==> config.mk <==
export PLATFORM = sky130hd
export DESIGN_NAME = bpc_core
export DESIGN_NICKNAME = d
export VERILOG_FILES = /design/src/bpc_pkg.sv /design/src/bpc_deadband.sv /design/src/bpc_core.sv
export SDC_FILE = /design/constraint.sdc
export NUM_CORES = 1
export LEC_CHECK = 0
export BUFFER_PORTS_ARGS = -buffer_cell sky130_fd_sc_hd__clkbuf_2
export CAP_MARGIN = 20
export CORE_ASPECT_RATIO = 1.1
export CORE_MARGIN = 4
export CORE_UTILIZATION = 44
export CTS_CLUSTER_DIAMETER = 80
export DETAILED_ROUTE_END_ITERATION = 10
export PLACE_DENSITY = 0.76
export SLEW_MARGIN = 10
export SYNTH_ARGS = -nofsm -noshare
export SYNTH_HDL_FRONTEND = slang
export SYNTH_SLANG_ARGS = --single-unit
==> constraint.sdc <==
create_clock -name pclk -period 2.35 [get_ports pclk]
set_input_delay 0.3525 -clock pclk [delete_from_list [all_inputs] [get_ports pclk]]
set_output_delay 0.3525 -clock pclk [all_outputs]
set_load 0.02 [all_outputs]
==> src/bpc_pkg.sv <==
package bpc_pkg;
  // ----------------------------------------
  // Register map (byte addresses)
  // ----------------------------------------
  localparam logic [7:0] OFF_CTRL = 8'h00;
  localparam logic [7:0] OFF_SETTING = 8'h04;
  localparam logic [7:0] OFF_PERIOD = 8'h08;
  localparam logic [7:0] OFF_DUTY = 8'h0c;
  localparam logic [7:0] OFF_STATUS = 8'h10;
  // ----------------------------------------
  // Control fields
  // ----------------------------------------
  localparam int CTRL_RUN = 0;
  localparam int CTRL_MODE_LO = 1;
  localparam int CTRL_POL_LO = 3;
  localparam int CTRL_DIV_LO = 5;
  // ----------------------------------------
  // Reset values
  // ----------------------------------------
  localparam logic [6:0] RST_CTRL = 7'h00;
  localparam logic [6:0] RST_SETTING = 7'h00;
  localparam logic [7:0] RST_PERIOD = 8'h00;
  localparam logic [9:0] RST_DUTY = 10'h000;
  // ----------------------------------------
  // Timing
  // ----------------------------------------
  localparam int CLK_NS = 5;
  localparam int DB_UNIT_NS = 20;
  localparam int DB_UNIT_CYCLES = (DB_UNIT_NS + CLK_NS - 1) / CLK_NS;
  // ----------------------------------------
  // Enumerations
  // ----------------------------------------
  typedef enum logic [1:0] {
    single_out, half_bridge, full_forward, full_reverse
  } bpc_mode_e;
  typedef enum logic [1:0] {
    both_pairs_active_high, pair_ac_high_pair_bd_low,
    pair_ac_low_pair_bd_high, both_pairs_active_low
  } bpc_pol_e;
  typedef enum logic [1:0] {
    prescale_none, prescale_by_four, prescale_by_sixteen, prescale_by_sixty_four
  } bpc_div_e;
endpackage

==> src/bpc_deadband.sv <==
`timescale 1ns/100ps
module bpc_deadband (
  input wire logic pclk,
  input wire logic presetn,
  input wire logic en,
  input wire logic raw,
  input wire logic [6:0] delay,
  output logic act_a,
  output logic act_b
);
  import bpc_pkg::*;

  logic cur; // Level currently steered to the bridge
  logic [8:0] cnt; // Remaining dead cycles
  logic [8:0] gap; // Dead cycles for the programmed delay

  // Four clocks per delay unit; the cast keeps the product to the counter width
  assign gap = 9'(delay * DB_UNIT_CYCLES);

  // ----------------------------------------
  // Dead band sequencer
  // ----------------------------------------
  // dead band gap
  // Both sides drop on every edge unless the delay is zero, so they never overlap
  // The edge cycle itself is the first dead cycle, so the gap is exactly the delay
  always_ff @(posedge pclk or negedge presetn) begin
    if (!presetn) begin
      cur <= 1'b0;
      cnt <= 9'h000;
      act_a <= 1'b0;
      act_b <= 1'b0;
    end else if (!en) begin
      // Idle: both sides inactive
      cur <= 1'b0;
      cnt <= 9'h000;
      act_a <= 1'b0;
      act_b <= 1'b0;
    end else if (raw != cur) begin
      cur <= raw;
      if (gap == 9'h000) begin
        // No dead band: both sides swap on the same edge
        cnt <= 9'h000;
        act_a <= raw;
        act_b <= ~raw;
      end else begin
        // Edge: open the gap
        cnt <= gap - 9'h001;
        act_a <= 1'b0;
        act_b <= 1'b0;
      end
    end else if (cnt != 9'h000) begin
      cnt <= cnt - 9'h001;
    end else begin
      act_a <= cur;
      act_b <= ~cur;
    end
  end
endmodule

==> src/bpc_core.sv <==
`timescale 1ns/100ps
module bpc_core #(
  parameter bit HAS_PRESCALE_BY_SIXTY_FOUR = 1'b1 // Some variants lack the 64 prescale
) (
  input wire logic pclk,
  input wire logic presetn,
  input wire logic psel,
  input wire logic penable,
  input wire logic pwrite,
  input wire logic [7:0] paddr,
  input wire logic [31:0] pwdata,
  output logic [31:0] prdata,
  output logic pready,
  output logic pslverr,
  input wire logic [3:0] gpio_out,
  input wire logic [3:0] gpio_oe,
  output logic [3:0] pin_out,
  output logic [3:0] pin_oe
);
  import bpc_pkg::*;

  // ----------------------------------------
  // Registers
  // ----------------------------------------
  logic [6:0] ctrl; // Run, mode, polarity, prescale
  logic [6:0] setting; // Mask or dead band
  logic [7:0] period; // Period count
  logic [9:0] duty; // Active time
  logic restart; // Pulse: counter restart on control write
  logic wr_en; // Access phase write
  logic setup; // Setup phase

  // Field views
  logic run;
  bpc_mode_e mode;
  bpc_pol_e pol;
  bpc_div_e div;
  assign run = ctrl[CTRL_RUN];
  assign mode = bpc_mode_e'(ctrl[CTRL_MODE_LO +: 2]);
  assign pol = bpc_pol_e'(ctrl[CTRL_POL_LO +: 2]);
  assign div = bpc_div_e'(ctrl[CTRL_DIV_LO +: 2]);

  // Counter state
  logic [5:0] pre; // Prescale counter
  logic tick; // Prescaled step
  logic [7:0] tmr; // Period counter
  logic [1:0] q; // Extra low-order bits
  logic raw; // Modulated level before steering
  logic db_a; // Half mode A after dead band
  logic db_b; // Half mode B after dead band
  logic [3:0] used; // Pins owned by the modulator
  logic [3:0] act; // Active state per pin, D-C-B-A
  logic [3:0] inv; // Pins that are active low

  assign setup = psel && !penable;
  assign wr_en = psel && penable && pready && pwrite;

  // Unmapped offsets answer with an error
  function automatic logic mapped(input logic [7:0] a);
    mapped = (a == OFF_CTRL) || (a == OFF_SETTING) || (a == OFF_PERIOD) ||
             (a == OFF_DUTY) || (a == OFF_STATUS);
  endfunction

  // Prescale limit, one less than the division
  // prescale ratios
  function automatic logic [5:0] div_last(input bpc_div_e d);
    unique case (d)
      prescale_none: div_last = 6'h00;
      prescale_by_four: div_last = 6'h03;
      prescale_by_sixteen: div_last = 6'h0f;
      prescale_by_sixty_four: div_last = HAS_PRESCALE_BY_SIXTY_FOUR ? 6'h3f : 6'h0f;
    endcase
  endfunction

  // ----------------------------------------
  // APB answer
  // ----------------------------------------
  // Answer in the first access cycle; registered outputs
  always_ff @(posedge pclk or negedge presetn) begin
    if (!presetn) begin
      pready <= 1'b0;
      pslverr <= 1'b0;
      prdata <= 32'h0000_0000;
    end else begin
      pready <= setup;
      pslverr <= setup && !mapped(paddr);
      prdata <= 32'h0000_0000;
      if (setup && !pwrite) begin
        unique case (paddr)
          OFF_CTRL: prdata <= {25'h0, ctrl};
          OFF_SETTING: prdata <= {25'h0, setting};
          OFF_PERIOD: prdata <= {24'h0, period};
          OFF_DUTY: prdata <= {22'h0, duty};
          OFF_STATUS: prdata <= {13'h0, raw, q, tmr, pin_oe, pin_out};
          default: prdata <= 32'h0000_0000;
        endcase
      end
    end
  end

  // ----------------------------------------
  // Register writes
  // ----------------------------------------
  // setting unused in full modes, stored only
  always_ff @(posedge pclk or negedge presetn) begin
    if (!presetn) begin
      ctrl <= RST_CTRL;
      setting <= RST_SETTING;
      period <= RST_PERIOD;
      duty <= RST_DUTY;
      restart <= 1'b0;
    end else begin
      restart <= 1'b0;
      if (wr_en && !pslverr) begin
        unique case (paddr)
          // Control write restarts the counter, like a fresh command
          OFF_CTRL: begin
            ctrl <= pwdata[6:0];
            restart <= 1'b1;
          end
          OFF_SETTING: setting <= pwdata[6:0];
          OFF_PERIOD: period <= pwdata[7:0];
          OFF_DUTY: duty <= pwdata[9:0];
          default: ;
        endcase
      end
    end
  end

  // ----------------------------------------
  // Prescaler
  // ----------------------------------------
  // prescaled step
  always_ff @(posedge pclk or negedge presetn) begin
    if (!presetn) begin
      pre <= 6'h00;
      tick <= 1'b0;
    end else if (!run || restart) begin
      pre <= 6'h00;
      tick <= 1'b0;
    end else if (pre >= div_last(div)) begin
      pre <= 6'h00;
      tick <= 1'b1;
    end else begin
      pre <= pre + 6'h01;
      tick <= 1'b0;
    end
  end

  // ----------------------------------------
  // Period counter and compare
  // ----------------------------------------
  // extended counter wrap
  // A period lowered below the count wraps at once, no long overrun
  always_ff @(posedge pclk or negedge presetn) begin
    if (!presetn) begin
      tmr <= 8'h00;
      q <= 2'h0;
    end else if (!run || restart) begin
      tmr <= 8'h00;
      q <= 2'h0;
    end else if (tick) begin
      if (q == 2'h3) begin
        q <= 2'h0;
        tmr <= (tmr >= period) ? 8'h00 : tmr + 8'h01;
      end else begin
        q <= q + 2'h1;
      end
    end
  end

  always_ff @(posedge pclk or negedge presetn) begin
    if (!presetn) begin
      raw <= 1'b0;
    end else begin
      raw <= run && (duty > {tmr, q});
    end
  end

  // ----------------------------------------
  // Dead band
  // ----------------------------------------
  // half mode gap
  bpc_deadband u_db (
    .pclk(pclk),
    .presetn(presetn),
    .en(run && mode == half_bridge),
    .raw(raw),
    .delay(setting),
    .act_a(db_a),
    .act_b(db_b)
  );

  // ----------------------------------------
  // Steering
  // ----------------------------------------
  // pin sets per mode
  always_comb begin
    used = 4'h0;
    act = 4'h0;
    unique case (mode)
      single_out: begin
        used = setting[3:0];
        act = setting[3:0] & {4{raw}};
      end
      half_bridge: begin
        used = 4'b0011;
        act = {2'b00, db_b, db_a};
      end
      full_forward: begin
        used = 4'b1111;
        act = {raw, 2'b00, 1'b1};
      end
      full_reverse: begin
        used = 4'b1111;
        act = {1'b0, 1'b1, raw, 1'b0};
      end
    endcase
  end

  assign inv = {pol[0], pol[1], pol[0], pol[1]};

  // ----------------------------------------
  // Pin drivers
  // ----------------------------------------
  // Registered so pins never glitch on a mode change
  always_ff @(posedge pclk or negedge presetn) begin
    if (!presetn) begin
      pin_out <= 4'h0;
      pin_oe <= 4'h0;
    end else begin
      for (int i = 0; i < 4; i++) begin
        if (run && used[i]) begin
          pin_out[i] <= act[i] ^ inv[i];
          pin_oe[i] <= 1'b1;
        end else begin
          pin_out[i] <= gpio_out[i];
          pin_oe[i] <= gpio_oe[i];
        end
      end
    end
  end
endmodule

==> results, run 1 <==
- In this run, the number of DRC markers left after iteration 0 of detailed routing was approximately 260.
- The TritonCTS buffer count is 9.
- The total number of clock tree sinks is 92.
- The total DRC errors in the routed layout is 0.
- After synthesis, the share of flip-flops with an asynchronous set or reset is between 90% and 100%.
- The I/O pin count is 95.
- At the end of the flow, the number of nets in the layout was roughly 630.
- The worst voltage drop across the vdd grid is 0.278 mV.
- The quantity of gates resized following cts is 0.
- Adding up every negative setup slack in the final design gives 0 ps.
- After detailed placement, the total cell area comes to 5460 sq um.
- Static timing analysis puts the maximum clock frequency at 490 MHz.
- The number of levels the H-tree was split into is 3.
- The startpoint of the most critical hold path is gpio_oe[0].
- During placement, the flow inserted port buffers numbering 59.
- For the pin with the worst max-slew slack, the measured transition is approximately 940 ps.
- After detailed routing, the total wire length is between 10000 and 15000 um.
- After the flow finishes, the layout carries non-filler instances totaling about 690.
- The post-CTS repair timing setup buffer count is 0.
- The top cell type by area accounts for a little under half of the synthesized area.
- The sequential fraction of the synthesis area is between 40% and 50%.
- The post-place setup slack is between 300 and 400 ps.
- The minimum setup slack in the final design is slightly above 300 ps.
- After layout, the minimum clock period comes to 2040 ps.
- The top cell types in the final layout, fill and taps aside, are sky130_fd_sc_hd__dfrtp_1, sky130_fd_sc_hd__clkbuf_2, sky130_fd_sc_hd__nor2_1, sky130_fd_sc_hd__mux2_2, sky130_fd_sc_hd__inv_1.
- The endpoint type of the worst setup path is a register.
- The max-slew violation count is 0.
- In this run the power spent charging and discharging nets is about 0.73 mW.
- The final weighted congestion in routability-driven placement is a little over 0.9.
- The static leakage power is ~2.8 nW.
- The global router's overall resource usage is a little under a fifth.
- In this run the critical register-to-register path is launched from raw.
- The synthesis warning total is 0.
- Cell internal power was estimated by the tool at 2.36 mW.
- The number of nets with antenna violations after detailed routing is 0.
- The site row count is 40.
- Counting both buffers and inverters, the worst setup path holds a total of 0.
- The clock-pin transition on the worst setup and hold timing paths is approximately 60 ps.
- The number of fill cells in the layout is 970.
- Registers are responsible for roughly half of the overall power.
- The maximum number of pins on one net before global-route repair is between 40 and 50.
- The nature of the critical path startpoint is a register.
- The worst register-to-register path has a setup slack of around 310 ps.
- For this run the aggregate overflow at the end of global routing stands at 0.
- The design draws approximately 3.1 mW.
- The critical-path maximum fanout is 12.
- In this run the deepest clock path goes through 2 buffers.
- The path depth of the worst reg2reg path is 4.
- The most common cell type on the critical path is sky130_fd_sc_hd__nor2_1.
- Yosys mapped a number of flops with a built-in enable equal to 0.
- The clock tree root driver cell is sky130_fd_sc_hd__clkbuf_16.
- The distinct cell type count after synthesis is slightly below 60.
- The number of hold-slack violations in the final timing report is 0.
- The clock skew is between 6 and 7 ps.
- The sum of net half-perimeters after detailed placement is between 8000 and 9000 um.
- For the worst setup path, the data arrival time is 2260 ps.
- Setup repair after global routing left no endpoint under its margin.
- The die is 120 um tall.
- The path class of the tightest hold or removal check is in -> reg.
- The global-route wire length before repair is 19000 um.
- The die covers about 13000 sq um.
- The share of total power dissipated in combinational logic is 5.2%.
- The standard cell with the maximum stage delay on the critical path is sky130_fd_sc_hd__xnor2_1.
- Walking the worst path, the cells encountered are xnor2_1, nor2_1, a22oi_1, nor2_1.
- By startpoint and endpoint, the worst setup path is classified as reg -> reg.
- Counting tap cells, the placed design contains a total of between 600 and 700 instances.
- The number of vias per cell is 5.46.
- The average instance area after synthesis is 10.6 sq um.
- The power share of the clock group is roughly 43%.
- In this run the tightest slew margin relative to its limit is between 30% and 40%.
- Relative to the synthesized area, the layout overhead comes to 14.8%.
- The register bit total from synthesis is around 90.
- Dividing total power by cell area gives a power density of 539 nW/um^2.
- In the final routed layout, each cell accounts on average for roughly 16 um.
- The commonest non-fill, non-tap cell in the layout is sky130_fd_sc_hd__dfrtp_1.
- The number of diodes added for antenna fixing is 0.
- The portion of the clock cycle consumed by the worst path in the final layout is between 80% and 90%.
- The summed area of non-filler cells in the final layout is approximately 5700 sq um.
- The proportion of layout cells with a drive suffix above 1 is about a quarter.
- The number of antenna violations at the first check in global routing was 0.
- The first-pass detailed-route iteration total is 4.
- Of all cell types, the one taking the most synthesized area is sky130_fd_sc_hd__dfrtp_1.
- The setup-violating endpoint count in the final report is 0.
- After synthesis the cells add up to between 5000 and 6000 sq um.
- By area the synthesized netlist is led by sky130_fd_sc_hd__dfrtp_1, sky130_fd_sc_hd__mux2_2, sky130_fd_sc_hd__ha_1, sky130_fd_sc_hd__nor2_1, sky130_fd_sc_hd__inv_1.
- The number of instances in the synthesized netlist is 474.
- Buffers inserted to repair hold after CTS numbered 1.
- The effective utilization at floorplan is between 40% and 50%.
- The end point of the worst hold path is pin_oe[0].
- The largest delay contributor family on the critical path is XOR/XNOR gates.
- The overall via count from detail_route is 3791.
- The horizontal die dimension is 110 um.
- The largest stage delay on the critical path is 790 ps.
- The source-to-sink clock delay at the later pin of the worst-skew pair is about 340 ps.
- The TritonCTS clock tree is yes.
- The data required time at the worst endpoint is roughly 2600 ps.
- The fraction of power spent switching nets is roughly a quarter.
- The via count of the first global-routing pass is 3804.
- Max-cap violations in this run came to 0.
- The core area is about 11000 sq um.
- The reg-to-reg critical path endpoint is u_db.cnt[7].
- Counting instances, the worst hold path has a depth of 2.
- The run finished with clean final reports.
- The most used flip-flop cell after synthesis is sky130_fd_sc_hd__dfrtp_1.
## stage by stage
step / hold slack (ps) / utilization [%]
global placement: 297 / 49.6
CTS: 192 / 52.1
finish: 200 / 52.1
detailed placement: 303 / 49.6
floorplan: 56.9 / -
global route: 201 / 52.1
## worst max path at each step
stage,from,endpoint,slack (ps),cells past startpoint
floorplan,tmr[2],tmr[6],370,6
global placement,paddr[1],ctrl[6],380,4
detailed placement,paddr[1],ctrl[2],310,4
CTS,period[2],tmr[6],360,7
global route,raw,u_db.cnt[7],160,4
finish,raw,u_db.cnt[7],310,4
## synthesized netlist by cell type (all sizes together), types with 2 or more instances
cell     instances
dfrtp           92
nor2            45
mux2            40
inv             31
ha              30
nand2           27
a21oi           19
buf             18
o21ai           15
and3            11
nand2b          11
nand3           10
xnor2           10
mux2i            9
xor2             9
a22oi            8
nor3             8
clkbuf           7
o22a             7
a21o             6
a32oi            5
nor4             5
or3              5
nor2b            4
o211ai           4
nand4            3
o22ai            3
or2              3
a211o            2
a2bb2oi          2
a31oi            2
a41o             2
and4             2
nand3b           2
nor4b            2
o221ai           2
## power by group through the flow
stage / clock network [mW] / registers [mW] / logic [mW]
detailed placement: 0 / 1.63 / 0.163
CTS: 1.35 / 1.60 / 0.165
finish: 1.33 / 1.60 / 0.162
floorplan: 0 / 1.64 / 0.0760
global route: 1.42 / 1.60 / 0.181
global placement: 0 / 1.63 / 0.159
## registers in the layout, indices dropped and copies added, names as in the netlist
| name | cells |
|---|---|
| prdata | 19 |
| duty | 10 |
| u_db.cnt | 9 |
| period | 8 |
| tmr | 8 |
| ctrl | 7 |
| setting | 7 |
| pre | 6 |
| pin_oe | 4 |
| pin_out | 4 |
| q | 2 |
| pready | 1 |
| pslverr | 1 |
| raw | 1 |
| restart | 1 |
| tick | 1 |
| u_db.act_a | 1 |
| u_db.act_b | 1 |
| u_db.cur | 1 |
## logic make-up (layout without fill, tap and decap cells)
family	count (synthesis)	after routing	synth area share, %
compound gates	84	84	11.5
xor+xnor	19	19	3.33
fa+ha+maj	30	30	7.51
buf+inv	56	117	5.45
flops	92	92	46.0
mux	49	49	10.8
other cells	1	13	0.0750
simple gates	143	143	15.3
## worst register-to-register path: stages, from the launching register on
cell and delay, ps:
sky130_fd_sc_hd__dfrtp_1 500, sky130_fd_sc_hd__xnor2_1 790, sky130_fd_sc_hd__nor2_1 310, sky130_fd_sc_hd__a22oi_1 240, sky130_fd_sc_hd__nor2_1 60
## per-layer routing
| metal | global-route usage [%] | vias to the layer above | routed length (um) |
|---|---|---|---|
| met5 | 0 | - | 0 |
| met4 | 7.25 | 0 | 246 |
| met3 | 3.23 | 18 | 623 |
| met2 | 29.5 | 110 | 5540 |
| met1 | 24.5 | 1868 | 5020 |
| li1 | - | 1795 | - |
## final cells by class
| class | instances | area [sq um] | share of cell area (%) |
|---|---|---|---|
| inverters | 31 | 116 | 2.03 |
| well taps | 147 | 184 | 3.20 |
| multi-input cells | 338 | 2470 | 43.0 |
| clock buffers | 11 | 233 | 4.05 |
| repair buffers | 70 | 395 | 6.89 |
| clock inverters | 5 | 38.8 | 0.676 |
| flip-flops and latches | 92 | 2300 | 40.1 |
(Power assumes the default switching activity.)
==> run 2: changes to the inputs <==
- PLACE_DENSITY: 0.76 -> 0.66
==> run 2 against run 1 <==
Compared with the run above:
- power up 2.1%
- via count down 3.0%
- critical endpoint is now tmr[6]
- largest cell class unchanged
- clock power is 5% higher
- critical path type unchanged
==> results, run 2 (synthesis results as in run 1) <==
- The run finished with clean final reports.
- The quantity of gates resized following cts was 0 (unchanged).
- The source-to-sink clock delay at the later pin of the worst-skew pair is 340 ps (about the same).
- The flip-flop count of the largest register, all copies and words added is 19 (unchanged).
- STA classifies the critical path startpoint as a register.
- The number of fill cells in the layout was 1007 (+3.8%).
- The met1 demand-to-capacity share in global routing is 23.8% (-0.63 points).
- The worst register-to-register path begins at tmr[2].
- The setup-violating endpoint count in the final report is 0 (unchanged).
- The met3 usage came to 3.12% (-0.11 points).
- The start point of the critical path is tmr[2].
- The post-CTS repair timing setup buffer count came to 0 (unchanged).
- The commonest non-fill, non-tap cell in the layout is sky130_fd_sc_hd__dfrtp_1.
- The number of nets with antenna violations after detailed routing is 0 (unchanged).
- The total power is 3.16 mW (+2.1%).
- The number of vias per cell is 5.32 (-2.6%).
- The switching component of the power came to 0.698 mW (-4.4%).
- The global-route wire length before repair is 18500 um (-2.7%).
- The total number of clock tree sinks is 92 (unchanged).
- The part of the power in registers came to 50.7% (-1.1 points).
- The static leakage power is 2.78 nW (+0.25%).
- The site row count is 40 (unchanged).
- The TritonCTS buffer count is 9 (unchanged).
- The die outline height is 120 um (unchanged).
- The number of nets in the finished design is 622 (-0.48%).
- The worst-margin pin slew came to 904 ps (-32.5 ps).
- The via count of the first global-routing pass is 3758 (-1.2%).
- The wire length per cell is 15.9 um (-3.2%).
- The sequential cell area came to 2300 sq um (unchanged).
- The number of hold-slack violations in the final timing report is 0 (unchanged).
- In this run the critical register-to-register path is captured at tmr[6].
- The fraction of power spent switching nets is 22.1% (-1.5 points).
- Setup repair after global routing left no endpoint under its margin.
- The number of antenna violations at the first check in global routing is 0 (unchanged).
- The area occupied by multi-input gates is 2470 sq um (unchanged).
- The number of buffers added to fix hold violations after cts is 0 (-1).
- The tightest min-delay check is of the in -> async type.
- The clock tree root driver cell is sky130_fd_sc_hd__clkbuf_16.
- The maximum number of pins on one net before global-route repair is 61 (+49%).
- The final cell utilization of the core came to 52.0% (-0.10 points).
- The total DRC errors in the routed layout is 0 (unchanged).
- The clock-pin transition on the worst setup and hold timing paths is 60 ps (about the same).
- The largest buffer count on any clock path is 2 (unchanged).
- The core area is 11000 sq um (unchanged).
- The overall via count from detail_route is 3678 (-3.0%).
- The proportion of layout cells with a drive suffix above 1 is 24.3% (-0.23 points).
- The largest registers in the layout are prdata: 19 flops, duty: 10 flops, u_db.cnt: 9 flops.
- The effective utilization at floorplan is 45.4% (unchanged).
- The category of the most critical setup path is reg -> reg.
- The global router's overall resource usage was 18.0% (-0.41 points).
- The data required time at the worst endpoint was 2600 ps (+40 ps).
- The number of diodes added for antenna fixing is 0 (unchanged).
- The total of buffers placed on input and output ports is 59 (unchanged).
- The I/O pin count is 95 (unchanged).
- The final wirelength was 11000 um (-3.6%).
- The die area was 13100 sq um (unchanged).
- The first-pass detailed-route iteration total is 4 (unchanged).
- The portion of the clock cycle consumed by the worst path in the final layout came to 86.7% (-0.15 points).
- In this run the most used layer during global routing was met2.
- The library cells used most frequently in the layout, excluding fill and tap cells, are sky130_fd_sc_hd__dfrtp_1, sky130_fd_sc_hd__clkbuf_2, sky130_fd_sc_hd__nor2_1, sky130_fd_sc_hd__mux2_2, sky130_fd_sc_hd__inv_1.
- The worst voltage drop across the vdd grid is 0.273 mV (-1.8%).
- The summed negative setup slack over all endpoints is 0 ps (unchanged).
- The max-slew violation count is 0 (unchanged).
- The peak clock frequency supported by timing came to 491 MHz (+0.17%).
- The number of DRC violations after detailed-routing iteration 0 is 194 (-24%).
- The register-to-register setup slack was 310 ps (about the same).
- The register with the most flip-flops is prdata.
- The critical-path maximum fanout is 8 (-4).
- The horizontal die dimension is 110 um (unchanged).
- The path depth of the worst reg2reg path is 6 (+2).
- TritonCTS built the clock tree.
- The max capacitance violation total was 0 (unchanged).
- The sum of overflow across all layers after global routing is 0 (unchanged).
- The number of levels the H-tree was split into is 3 (unchanged).
- The final period demand of the worst path is 2040 ps (-3.50 ps).
- The layout-stage area growth over the synthesis result is 14.6%.
- The clock skew was 5.94 ps (-0.829 ps).
- The sum of net half-perimeters after detailed placement is 8450 um (-2.9%).
- The met2 track demand over resource came to 29.1% (-0.46 points).
- The final weighted congestion in routability-driven placement is 0.844 (-6.9%).
- The power share of the clock group is 44.3% (+1.4 points).
- The combinational power share came to 5.0% (-0.2 points).
- The power density relative to cell area is 552 nW/um^2 (+2.3%).
- The worst slew slack as a fraction of its limit is 39.3% (+2.2 points).
- The internal power summed over all cells is 2.46 mW (+4.2%).
- The worst setup path is captured at a register.
- The data arrival time of the critical path came to 2290 ps (+30 ps).
run 2: cell count changes in the layout (fill, tap and decap cells not counted), sizes merged:
cell	previous run	this run
bufinv	0	1
dlygate4sd3	1	0
clkinv	1	3
clkinvlp	4	1
buf	11	9
run 2: power by group through the flow:
| stage | clock, mW | combinational (mW) | sequential (mW) |
|---|---|---|---|
| after floorplan | 0 | 0.0760 | 1.64 |
| after global placement | 0 | 0.159 | 1.63 |
| after detailed placement | 0 | 0.160 | 1.63 |
| after CTS | 1.43 | 0.161 | 1.60 |
| after global routing | 1.50 | 0.177 | 1.60 |
| final | 1.40 | 0.158 | 1.60 |
run 2: metal layers:
layer	vias up	wire length (um)
met5	-	0
met4	0	225
met3	20	483
met2	82	5380
met1	1782	4920
li1	1794	-
run 2: worst max path at each step:
stage	slack, ps	to
4_1_cts	290	tmr[6]
3_3_place_gp	330	tmr[6]
2_1_floorplan	370	tmr[6]
5_1_grt	150	u_db.cnt[7]
3_5_place_dp	300	ctrl[0]
6_report	310	tmr[6]
run 2: layout make-up:
class	count	area share [%]
Sequential cell	92	40.2
Multi-Input combinational cell	338	43.1
Tap cell	147	3.21
Clock buffer	11	4.06
Timing Repair Buffer	67	6.46
Clock inverter	5	0.917
Inverter	31	2.03
run 2: critical path, stage by stage (launching register included):
cell and delay [ps]:
sky130_fd_sc_hd__dfrtp_1 460, sky130_fd_sc_hd__ha_1 330, sky130_fd_sc_hd__a211o_1 290, sky130_fd_sc_hd__a31oi_1 180, sky130_fd_sc_hd__o211ai_1 120, sky130_fd_sc_hd__or4_1 490
sky130_fd_sc_hd__o221ai_1 90
run 2: metrics by stage:
stage,area [sq um],hold slack [ps],instances,worst slack (ps)
3_3_place_gp,5440,475,675,331
3_5_place_dp,5440,478,675,301
4_1_cts,5730,114,691,294
5_1_grt,5730,162,691,147
6_report,5730,82.5,691,311
2_1_floorplan,5050,56.9,486,370
